$ cat config.mk
export PLATFORM = sky130hd
export DESIGN_NAME = aist_core
export DESIGN_NICKNAME = d
export VERILOG_FILES = /design/src/aist_pkg.sv /design/src/aist_core.sv
export VERILOG_INCLUDE_DIRS = /design/src /design/src/src
export SDC_FILE = /design/constraint.sdc
export NUM_CORES = 1
export LEC_CHECK = 0
export BUFFER_PORTS_ARGS = -buffer_cell sky130_fd_sc_hd__buf_2
export CAP_MARGIN = 10
export CORE_UTILIZATION = 54
export CTS_CLUSTER_SIZE = 10
export DETAILED_ROUTE_END_ITERATION = 12
export GPL_ROUTABILITY_DRIVEN = 0
export PLACE_DENSITY = 0.82
export RECOVER_POWER = 25
export SLEW_MARGIN = 20
export SYNTH_ARGS = -nofsm -noshare
export SYNTH_HDL_FRONTEND = slang
export SYNTH_SLANG_ARGS = --single-unit
$ cat constraint.sdc
create_clock -name clk_sys -period 3.2 [get_ports clk_sys]
set_input_delay 0.32 -clock clk_sys [delete_from_list [all_inputs] [get_ports clk_sys]]
set_output_delay 0.32 -clock clk_sys [all_outputs]
set_load 0.005 [all_outputs]
$ cat src/aist_params.svh
`ifndef AIST_PARAMS_SVH
`define AIST_PARAMS_SVH

// Register byte offsets
`define AIST_OFF_STATUS     12'h000
`define AIST_OFF_IRQ_EN     12'h004
`define AIST_OFF_CONTROL    12'h008
`define AIST_OFF_CFG_ONE    12'h00C
`define AIST_OFF_CFG_TWO    12'h010
`define AIST_OFF_SMP_TIME   12'h014
`define AIST_OFF_WDG_CFG    12'h018
`define AIST_OFF_THRESH     12'h01C
`define AIST_OFF_CHSEL_LO   12'h02C
`define AIST_OFF_CHSEL_HI   12'h030
`define AIST_OFF_RESULT     12'h04C

// Status / enable bit positions
`define AIST_BIT_READY      0
`define AIST_BIT_SMP_DONE   1
`define AIST_BIT_CONV_DONE  2
`define AIST_BIT_SEQ_DONE   3
`define AIST_BIT_OVERRUN    4
`define AIST_BIT_FULL       5
`define AIST_BIT_EMPTY      6
`define AIST_BIT_WINDOW     7

// Masks of writable bits
`define AIST_IRQ_EN_MASK    8'h9F
`define AIST_W1C_MASK       8'h9F
`define AIST_CONTROL_MASK   4'hF

// Reset values
`define AIST_RST_WORD       32'h0000_0000
`define AIST_RST_BYTE       8'h00

`endif

$ cat src/aist_pkg.sv
package aist_pkg;

  typedef struct packed {
    logic [7:0]  flags;
    logic [7:0]  irq_en;
    logic [3:0]  control;
    logic [31:0] cfg_one;
    logic [31:0] cfg_two;
    logic [31:0] smp_time;
    logic [31:0] wdg_cfg;
    logic [31:0] thresh;
    logic [31:0] chsel_lo;
    logic [31:0] chsel_hi;
    logic [31:0] prdata;
    logic        pready;
    logic        pslverr;
    logic        irq;
    logic        result_pop;
    logic        enable_cmd;
  } aist_state_t;

endpackage

$ cat src/aist_core.sv
// Added by the designer: register access over APB.
`timescale 1ns/1ns
// Functional notes
// - Six event sources: ready, conv, seq, window, sample, overrun
// - Each source has its own enable bit
// - Window hit flag sticky until written one
// - Empty bit mirrors FIFO empty, ignores writes
// - Full bit mirrors FIFO full
// - Overrun set on conversion while full
// - Sequence done set at sequence end, W1C
// - Conversion flag cleared by W1C or FIFO read
// - Sampling flag set at sampling phase end
// - Ready flag set once enabled converter ready
// - Overrun enable gates overrun interrupt
// - Sequence enable gates sequence interrupt
// - Conversion enable gates conversion interrupt
// - Window enable gates window interrupt
// - Status 0x00, enables 0x04, FIFO 0x4C
// - Status bit layout seven down to zero
// - Access allowed in every processor mode
// - Sampling enable gates sampling interrupt
// - Ready enable gates ready interrupt
`include "aist_params.svh"

module aist_core (
  input  wire logic        clk_sys,
  input  wire logic        reset,
  input  wire logic        psel,
  input  wire logic        penable,
  input  wire logic        pwrite,
  input  wire logic [11:0] paddr,
  input  wire logic [31:0] pwdata,
  input  wire logic [2:0]  pprot,
  output logic      [31:0] prdata,
  output logic             pready,
  output logic             pslverr,
  input  wire logic        conv_ready,
  input  wire logic        sample_done,
  input  wire logic        conv_done,
  input  wire logic        seq_done,
  input  wire logic        window_hit,
  input  wire logic        fifo_empty,
  input  wire logic        fifo_full,
  input  wire logic [31:0] result_data,
  output logic             result_pop,
  output logic             converter_enable_cmd,
  output logic [3:0]       control_bits,
  output logic [31:0]      cfg_one_bits,
  output logic [31:0]      cfg_two_bits,
  output logic [31:0]      smp_time_bits,
  output logic [31:0]      wdg_cfg_bits,
  output logic [31:0]      thresh_bits,
  output logic [31:0]      chsel_lo_bits,
  output logic [31:0]      chsel_hi_bits,
  output logic             irq
);

  aist_pkg::aist_state_t state_reg;
  aist_pkg::aist_state_t state_next;

  logic       access;
  logic       wr_en;
  logic       rd_en;
  logic [7:0] hw_set;
  logic [7:0] sw_clr;
  logic [7:0] flags_new;
  logic [7:0] status_view;
  logic       mapped;
  logic [31:0] rd_mux;

  ////////////////////////////////////////////////////////////////////////
  // Bus decode
  // Protection bits are ignored: every mode may reach every register
  assign access = psel && penable && !state_reg.pready;
  assign wr_en  = access && pwrite;
  assign rd_en  = access && !pwrite;

  always_comb begin
    mapped = 1'b1;
    rd_mux = `AIST_RST_WORD;
    unique case (paddr)
      `AIST_OFF_STATUS:   rd_mux = {24'h00_0000, status_view};
      `AIST_OFF_IRQ_EN:   rd_mux = {24'h00_0000, state_reg.irq_en};
      `AIST_OFF_CONTROL:  rd_mux = {28'h000_0000, state_reg.control};
      `AIST_OFF_CFG_ONE:  rd_mux = state_reg.cfg_one;
      `AIST_OFF_CFG_TWO:  rd_mux = state_reg.cfg_two;
      `AIST_OFF_SMP_TIME: rd_mux = state_reg.smp_time;
      `AIST_OFF_WDG_CFG:  rd_mux = state_reg.wdg_cfg;
      `AIST_OFF_THRESH:   rd_mux = state_reg.thresh;
      `AIST_OFF_CHSEL_LO: rd_mux = state_reg.chsel_lo;
      `AIST_OFF_CHSEL_HI: rd_mux = state_reg.chsel_hi;
      `AIST_OFF_RESULT:   rd_mux = result_data;
      default:            mapped = 1'b0;
    endcase
  end

  ////////////////////////////////////////////////////////////////////////
  // Event flags
  always_comb begin
    hw_set = 8'h00;
    hw_set[`AIST_BIT_READY]     = conv_ready && state_reg.enable_cmd;
    hw_set[`AIST_BIT_SMP_DONE]  = sample_done;
    hw_set[`AIST_BIT_CONV_DONE] = conv_done;
    hw_set[`AIST_BIT_SEQ_DONE]  = seq_done;
    hw_set[`AIST_BIT_OVERRUN]   = conv_done && fifo_full;
    hw_set[`AIST_BIT_WINDOW]    = window_hit;
  end

  always_comb begin
    sw_clr = 8'h00;
    if (wr_en && paddr == `AIST_OFF_STATUS) begin
      sw_clr = pwdata[7:0] & `AIST_W1C_MASK;
    end
    // A result read also acknowledges the conversion flag
    if (rd_en && paddr == `AIST_OFF_RESULT) begin
      sw_clr[`AIST_BIT_CONV_DONE] = 1'b1;
    end
  end

  // Set wins over clear so no event is lost
  assign flags_new = ((state_reg.flags & ~sw_clr) | hw_set) & `AIST_W1C_MASK;

  // Level bits come straight from the FIFO, never stored
  always_comb begin
    status_view = state_reg.flags;
    status_view[`AIST_BIT_EMPTY] = fifo_empty;
    status_view[`AIST_BIT_FULL]  = fifo_full;
  end

  ////////////////////////////////////////////////////////////////////////
  // Next state
  always_comb begin
    state_next = state_reg;
    state_next.flags      = flags_new;
    state_next.pready     = access;
    state_next.pslverr    = access && !mapped;
    state_next.result_pop = rd_en && paddr == `AIST_OFF_RESULT;
    if (rd_en) begin
      state_next.prdata = rd_mux;
    end
    if (wr_en) begin
      unique case (paddr)
        `AIST_OFF_IRQ_EN:   state_next.irq_en = pwdata[7:0] & `AIST_IRQ_EN_MASK;
        `AIST_OFF_CONTROL:  state_next.control = pwdata[3:0] & `AIST_CONTROL_MASK;
        `AIST_OFF_CFG_ONE:  state_next.cfg_one = pwdata;
        `AIST_OFF_CFG_TWO:  state_next.cfg_two = pwdata;
        `AIST_OFF_SMP_TIME: state_next.smp_time = pwdata;
        `AIST_OFF_WDG_CFG:  state_next.wdg_cfg = pwdata;
        `AIST_OFF_THRESH:   state_next.thresh = pwdata;
        `AIST_OFF_CHSEL_LO: state_next.chsel_lo = pwdata;
        `AIST_OFF_CHSEL_HI: state_next.chsel_hi = pwdata;
        default: ;
      endcase
    end
    state_next.enable_cmd = state_next.control[0];
    // Registered on the same edge as the flag so the pin is glitch free
    state_next.irq = |(flags_new & state_next.irq_en);
  end

  always_ff @(posedge clk_sys) begin
    if (reset) begin
      state_reg <= '0;
    end else begin
      state_reg <= state_next;
    end
  end

  ////////////////////////////////////////////////////////////////////////
  // Outputs
  assign prdata               = state_reg.prdata;
  assign pready               = state_reg.pready;
  assign pslverr              = state_reg.pslverr;
  assign irq                  = state_reg.irq;
  assign result_pop           = state_reg.result_pop;
  assign converter_enable_cmd = state_reg.enable_cmd;
  assign control_bits         = state_reg.control;
  assign cfg_one_bits         = state_reg.cfg_one;
  assign cfg_two_bits         = state_reg.cfg_two;
  assign smp_time_bits        = state_reg.smp_time;
  assign wdg_cfg_bits         = state_reg.wdg_cfg;
  assign thresh_bits          = state_reg.thresh;
  assign chsel_lo_bits        = state_reg.chsel_lo;
  assign chsel_hi_bits        = state_reg.chsel_hi;

  ////////////////////////////////////////////////////////////////////////
  // Checks
  a_window_set_sticky: assert property (
    @(posedge clk_sys) disable iff (reset)
    window_hit |=> state_reg.flags[`AIST_BIT_WINDOW])
    else $error("window flag not set after hit");

  a_window_hold: assert property (
    @(posedge clk_sys) disable iff (reset)
    state_reg.flags[`AIST_BIT_WINDOW] && !(wr_en && paddr == `AIST_OFF_STATUS)
      |=> state_reg.flags[`AIST_BIT_WINDOW])
    else $error("window flag dropped without clear");

  a_overrun_cause: assert property (
    @(posedge clk_sys) disable iff (reset)
    $rose(state_reg.flags[`AIST_BIT_OVERRUN]) |-> $past(conv_done && fifo_full))
    else $error("overrun set without cause");

  a_empty_mirror: assert property (
    @(posedge clk_sys) disable iff (reset)
    rd_en && paddr == `AIST_OFF_STATUS |=> prdata[`AIST_BIT_EMPTY] == $past(fifo_empty))
    else $error("empty bit does not mirror fifo");

  a_full_mirror: assert property (
    @(posedge clk_sys) disable iff (reset)
    rd_en && paddr == `AIST_OFF_STATUS |=> prdata[`AIST_BIT_FULL] == $past(fifo_full))
    else $error("full bit does not mirror fifo");

  a_seq_set: assert property (
    @(posedge clk_sys) disable iff (reset)
    seq_done |=> state_reg.flags[`AIST_BIT_SEQ_DONE])
    else $error("sequence flag missed");

  a_conv_read_clr: assert property (
    @(posedge clk_sys) disable iff (reset)
    rd_en && paddr == `AIST_OFF_RESULT && !conv_done
      |=> !state_reg.flags[`AIST_BIT_CONV_DONE])
    else $error("conversion flag not cleared by result read");

  a_sample_set: assert property (
    @(posedge clk_sys) disable iff (reset)
    sample_done |=> state_reg.flags[`AIST_BIT_SMP_DONE])
    else $error("sampling flag missed");

  a_ready_set: assert property (
    @(posedge clk_sys) disable iff (reset)
    conv_ready && converter_enable_cmd |=> state_reg.flags[`AIST_BIT_READY])
    else $error("ready flag missed");

  a_irq_gate: assert property (
    @(posedge clk_sys) disable iff (reset)
    ##1 irq == |($past(flags_new) & state_reg.irq_en))
    else $error("interrupt does not match enabled flags");

  a_overrun_irq_on: assert property (
    @(posedge clk_sys) disable iff (reset)
    state_reg.flags[`AIST_BIT_OVERRUN] && state_reg.irq_en[`AIST_BIT_OVERRUN]
      |-> irq)
    else $error("overrun interrupt missing");

  a_no_irq_idle: assert property (
    @(posedge clk_sys) disable iff (reset)
    (state_reg.irq_en == 8'h00) |-> !irq)
    else $error("interrupt with all enables off");

  a_set_beats_clr: assert property (
    @(posedge clk_sys) disable iff (reset)
    wr_en && paddr == `AIST_OFF_STATUS && conv_done
      |=> state_reg.flags[`AIST_BIT_CONV_DONE])
    else $error("event lost under clear");

  a_pready_one: assert property (
    @(posedge clk_sys) disable iff (reset)
    psel && !penable ##1 psel && penable |=> pready ##1 !pready)
    else $error("apb answer timing wrong");

  ////////////////////////////////////////////////////////////////////////
  // Per-source gating, holds and clears
  a_seq_irq_on: assert property (
    @(posedge clk_sys) disable iff (reset)
    state_reg.flags[`AIST_BIT_SEQ_DONE] && state_reg.irq_en[`AIST_BIT_SEQ_DONE] |-> irq)
    else $error("sequence interrupt missing");

  a_conv_irq_on: assert property (
    @(posedge clk_sys) disable iff (reset)
    state_reg.flags[`AIST_BIT_CONV_DONE] && state_reg.irq_en[`AIST_BIT_CONV_DONE] |-> irq)
    else $error("conversion interrupt missing");

  a_window_irq_on: assert property (
    @(posedge clk_sys) disable iff (reset)
    state_reg.flags[`AIST_BIT_WINDOW] && state_reg.irq_en[`AIST_BIT_WINDOW] |-> irq)
    else $error("window interrupt missing");

  a_sample_irq_on: assert property (
    @(posedge clk_sys) disable iff (reset)
    state_reg.flags[`AIST_BIT_SMP_DONE] && state_reg.irq_en[`AIST_BIT_SMP_DONE] |-> irq)
    else $error("sampling interrupt missing");

  a_ready_irq_on: assert property (
    @(posedge clk_sys) disable iff (reset)
    state_reg.flags[`AIST_BIT_READY] && state_reg.irq_en[`AIST_BIT_READY] |-> irq)
    else $error("ready interrupt missing");

  a_irq_quiet: assert property (
    @(posedge clk_sys) disable iff (reset)
    (state_reg.flags & state_reg.irq_en) == 8'h00 |-> !irq)
    else $error("interrupt without an enabled flag");

  a_overrun_hold: assert property (
    @(posedge clk_sys) disable iff (reset)
    state_reg.flags[`AIST_BIT_OVERRUN] && !(wr_en && paddr == `AIST_OFF_STATUS)
      |=> state_reg.flags[`AIST_BIT_OVERRUN])
    else $error("overrun flag dropped without clear");

  a_seq_hold: assert property (
    @(posedge clk_sys) disable iff (reset)
    state_reg.flags[`AIST_BIT_SEQ_DONE] && !(wr_en && paddr == `AIST_OFF_STATUS)
      |=> state_reg.flags[`AIST_BIT_SEQ_DONE])
    else $error("sequence flag dropped without clear");

  a_window_clear: assert property (
    @(posedge clk_sys) disable iff (reset)
    wr_en && paddr == `AIST_OFF_STATUS && pwdata[`AIST_BIT_WINDOW] && !window_hit
      |=> !state_reg.flags[`AIST_BIT_WINDOW])
    else $error("window flag not cleared by write one");

  a_conv_cause: assert property (
    @(posedge clk_sys) disable iff (reset)
    $rose(state_reg.flags[`AIST_BIT_CONV_DONE]) |-> $past(conv_done))
    else $error("conversion flag set without cause");

  a_ready_cause: assert property (
    @(posedge clk_sys) disable iff (reset)
    $rose(state_reg.flags[`AIST_BIT_READY]) |-> $past(conv_ready && converter_enable_cmd))
    else $error("ready flag set while converter off");

  a_pop_follows: assert property (
    @(posedge clk_sys) disable iff (reset)
    rd_en && paddr == `AIST_OFF_RESULT |=> result_pop)
    else $error("result read did not pop");

  a_any_mode: assert property (
    @(posedge clk_sys) disable iff (reset)
    access && mapped |=> pready && !pslverr)
    else $error("mapped access refused");

  a_unmapped_err: assert property (
    @(posedge clk_sys) disable iff (reset)
    access && !mapped |=> pready && pslverr)
    else $error("unmapped access not flagged");

  a_zero_write_keeps: assert property (
    @(posedge clk_sys) disable iff (reset)
    wr_en && paddr == `AIST_OFF_STATUS && (pwdata[7:0] & `AIST_W1C_MASK) == 8'h00
      |=> state_reg.flags == ($past(state_reg.flags) | $past(hw_set)))
    else $error("zero write changed a flag");

endmodule // aist_core

==> flow_metrics.env <==
export IMPL_outcome="finished, final reports clean"
export IMPL_clockBufferDepth=3
export IMPL_dieArea_um2=26000
export IMPL_ys_types=56
export IMPL_routed_wl_um=47400
export IMPL_drv_cap=0
export IMPL_p_int_mw=5.58
export IMPL_rows=57
export IMPL_vias=12889
export IMPL_max_slew_worst_pin_slew_ns=0.949
export IMPL_crit_path_end_kind="flip-flop"
export IMPL_r2r_cells=6
export IMPL_clkLatencyLatePin_ns=0.49
export IMPL_min_period_ns=2.44
export IMPL_synth_seq_cells=276
export IMPL_postSynthAreaPerCell_um2=7.90
export IMPL_fmax_mhz=410
export IMPL_ys_flop_type="dfxtp_1"
export IMPL_async_flop_share_pct=0
export IMPL_whs_ns=0.0649
export IMPL_hold_depth=3
export IMPL_die_height_um=161
export IMPL_p_leak_nw=5.70
export IMPL_firstDrtPassIters=7
export IMPL_cts_reportedPaths_clkPinSlew_ns=0.05
export IMPL_netSwitchingPower_mw=1.62
export IMPL_ios=356
export IMPL_grt_pass1_vias=12026
export IMPL_min_to="state_reg[274]"
export IMPL_finalSetupTns_ns=0
export IMPL_synth_compound_area_share_pct=17.1
export IMPL_syn_area_um2=13700
export IMPL_final_nets=1875
export IMPL_cts_resized=0
export IMPL_drive_gt1_share_pct=23.9
export IMPL_cts_root_buf="clkbuf_16"
export IMPL_tritoncts="built"
export IMPL_place_inst=2072
export IMPL_layout_common_cells="nand2_1, buf_2, dfxtp_1, a21oi_1, clkbuf_1"
export IMPL_layout_commonest_cell="nand2_1"
export IMPL_final_period_utilization_pct=76.2
export IMPL_critPathArrivalTime_ns=2.80
export IMPL_numCtsBuffers=34
export IMPL_clock_sinks=276
export IMPL_remaining_drc_errors=0
export IMPL_h_tree_depth=2
export IMPL_powerDensity_nw_per_um2=488
export IMPL_worst_clock_skew_ns=0.00900
export IMPL_grt_remaining_overflow=0
export IMPL_dpl_hpwl_um=32000
export IMPL_finalSetupViolations=0
export IMPL_switching_share_pct=22.5
export IMPL_synth_edf_count=0
export IMPL_p_seq_share_pct=47.9
export IMPL_hold_class="in -> reg"
export IMPL_crit_family="simple AND/OR/NAND/NOR gates"
export IMPL_grt_max_degree=169
export IMPL_worstPathRequired_ns=3.57
export IMPL_yosys_area_share_simple_pct=18.3
export IMPL_grt_use_total_pct=35.1
export IMPL_stdcell_area_um2=14800
export IMPL_relSlewSlack_pct=36.6
export IMPL_r2r_end="irq"
export IMPL_path_buf_inv=0
export IMPL_worstHoldStart="sample_done"
export IMPL_yosysWarningCount=0
export IMPL_drv_slew=0
export IMPL_synth_top_family_by_area="simple AND/OR/NAND/NOR gates"
export IMPL_synthXorXnorAreaFrac_pct=0
export IMPL_hold_buffers=0
export IMPL_p_clk_share_pct=47.6
export IMPL_reg2reg_from="pready"
export IMPL_critPathSlowestCell="nand4b_1"
export IMPL_antenna_found_initial=1
export IMPL_total_power_mw=7.20
export IMPL_wl_per_cell_um=22.4
export IMPL_rsz0062_at_grt="no"
export IMPL_syn2layout_area_growth_pct=8.05
export IMPL_place_area_um2=13900
export IMPL_grt_pass1_wl_um=70000
export IMPL_path_class="reg -> reg"
export IMPL_finalHoldViolCount=0
export IMPL_final_antenna_net_count=0
export IMPL_start_util_pct=55.6
export IMPL_die_w_um=161
export IMPL_cts_setup_buffers=0
export IMPL_cp_max_fo=6
export IMPL_worst_path_largest_cell_delay_ns=0.44
export IMPL_netlist_instances=1731
export IMPL_comb_power_share_pct=4.5
export IMPL_yosysSeqAreaShare_pct=40.4
export IMPL_ir_worst_vdd_v=0.000418
export IMPL_syn_nets=1822
export IMPL_drt_iter0_drc=1739
export IMPL_r2r_slack_ns=0.76
export IMPL_critical_path_cell_chain="nand4b_1, nor3_2, and3_1, mux2i_1, o22ai_1, o41a_1"
export IMPL_startpoint_type="flip-flop"
export IMPL_portBuffers=352
export IMPL_core_area_um2=24600
export IMPL_synth_fa_ha_area_share_pct=0
export IMPL_stdcell_count=2115
export IMPL_synth_mux_area_share_pct=5.96
export IMPL_via_per_inst=6.09
==> metrics by stage <==
stage          utilization [%]  setup slack (ns)
2_1_floorplan                -             0.785
3_5_place_dp              56.5             0.530
6_report                  60.0             0.763
3_3_place_gp              56.5             0.560
5_1_grt                   60.0             0.624
4_1_cts                   60.4             0.779
==> final cells by class <==
type | count | area, µm²
Antenna cell | 1 | 2.50
Clock buffer | 39 | 901
Clock inverter | 3 | 46.3
Fill cell | 2180 | 9830
Inverter | 5 | 18.8
Multi-Input combinational cell | 1068 | 5750
Sequential cell | 276 | 5530
Tap cell | 324 | 405
Timing Repair Buffer | 399 | 2130
==> cells in the mapped netlist (all sizes together), types with 2 or more instances <==
| cell type | n | area share, % |
|---|---|---|
| inv | 5 | 0.14 |
| mux2 | 7 | 0.58 |
| o21ai | 35 | 1.3 |
| or2 | 4 | 0.18 |
| a32oi | 6 | 0.38 |
| or3 | 3 | 0.14 |
| and2 | 3 | 0.14 |
| nand2b | 2 | 0.092 |
| mux4 | 14 | 2.3 |
| nand3b | 2 | 0.11 |
| nor4b | 2 | 0.13 |
| a222oi | 14 | 1.0 |
| o32ai | 2 | 0.13 |
| a22o | 6 | 0.38 |
| nor4 | 6 | 0.38 |
| buf | 294 | 16 |
| or3b | 2 | 0.13 |
| a21oi | 240 | 8.8 |
| a221oi | 15 | 0.96 |
| a21o | 4 | 0.22 |
| o2bb2ai | 2 | 0.13 |
| nor2b | 2 | 0.092 |
| or4 | 3 | 0.22 |
| nand2 | 512 | 14 |
| and3 | 6 | 0.27 |
| o21a | 11 | 0.60 |
| dfxtp | 276 | 40 |
| nor2 | 33 | 0.91 |
| mux2i | 42 | 3.1 |
| a31oi | 6 | 0.27 |
| clkbuf | 88 | 2.4 |
| nand3 | 11 | 0.40 |
| a22oi | 30 | 1.7 |
| a211oi | 2 | 0.11 |
| nor3 | 13 | 0.67 |
| o22ai | 16 | 0.73 |
==> worst max path at each step <==
stage	start	to	slack [ns]	cells after the start
2_1_floorplan	paddr[1]	irq	0.79	7
6_report	pready	irq	0.76	6
3_5_place_dp	paddr[4]	prdata[17]	0.53	8
5_1_grt	pready	irq	0.62	6
3_3_place_gp	paddr[4]	prdata[17]	0.56	8
4_1_cts	pready	irq	0.78	6
==> metal layers <==
layer  track usage, %  up-vias  routed length, µm
met5                0        -                  0
met4             18.6        0               2670
met3             8.60      223               5800
met2             55.7      986              21400
met1             44.1     5995              17500
li1                 -     5685                  -
==> power groups by stage <==
| stage | clock network [mW] | logic, mW | registers (mW) |
|---|---|---|---|
| after floorplan | 0 | 0.153 | 3.52 |
| after global placement | 0 | 0.308 | 3.52 |
| after detailed placement | 0 | 0.311 | 3.52 |
| after CTS | 3.44 | 0.312 | 3.45 |
| after global routing | 3.58 | 0.336 | 3.45 |
| final | 3.43 | 0.325 | 3.45 |
==> worst min-delay path, delay by kind of cell <==
kind / cells / cell delay (ns)
and+or+nand+nor: 1 / 0.07
buffers and inverters: 1 / 0.08
AOI/OAI and AO/OA: 1 / 0.04
==> cells by family (layout without fill, tap and decap cells) <==
kind of cell,after synthesis,in the layout
other cells,0,1
buf+inv,387,446
compound gates,395,395
simple gates,610,610
flops,276,276
mux,63,63
Note: power is estimated with default switching activity, not from simulation.
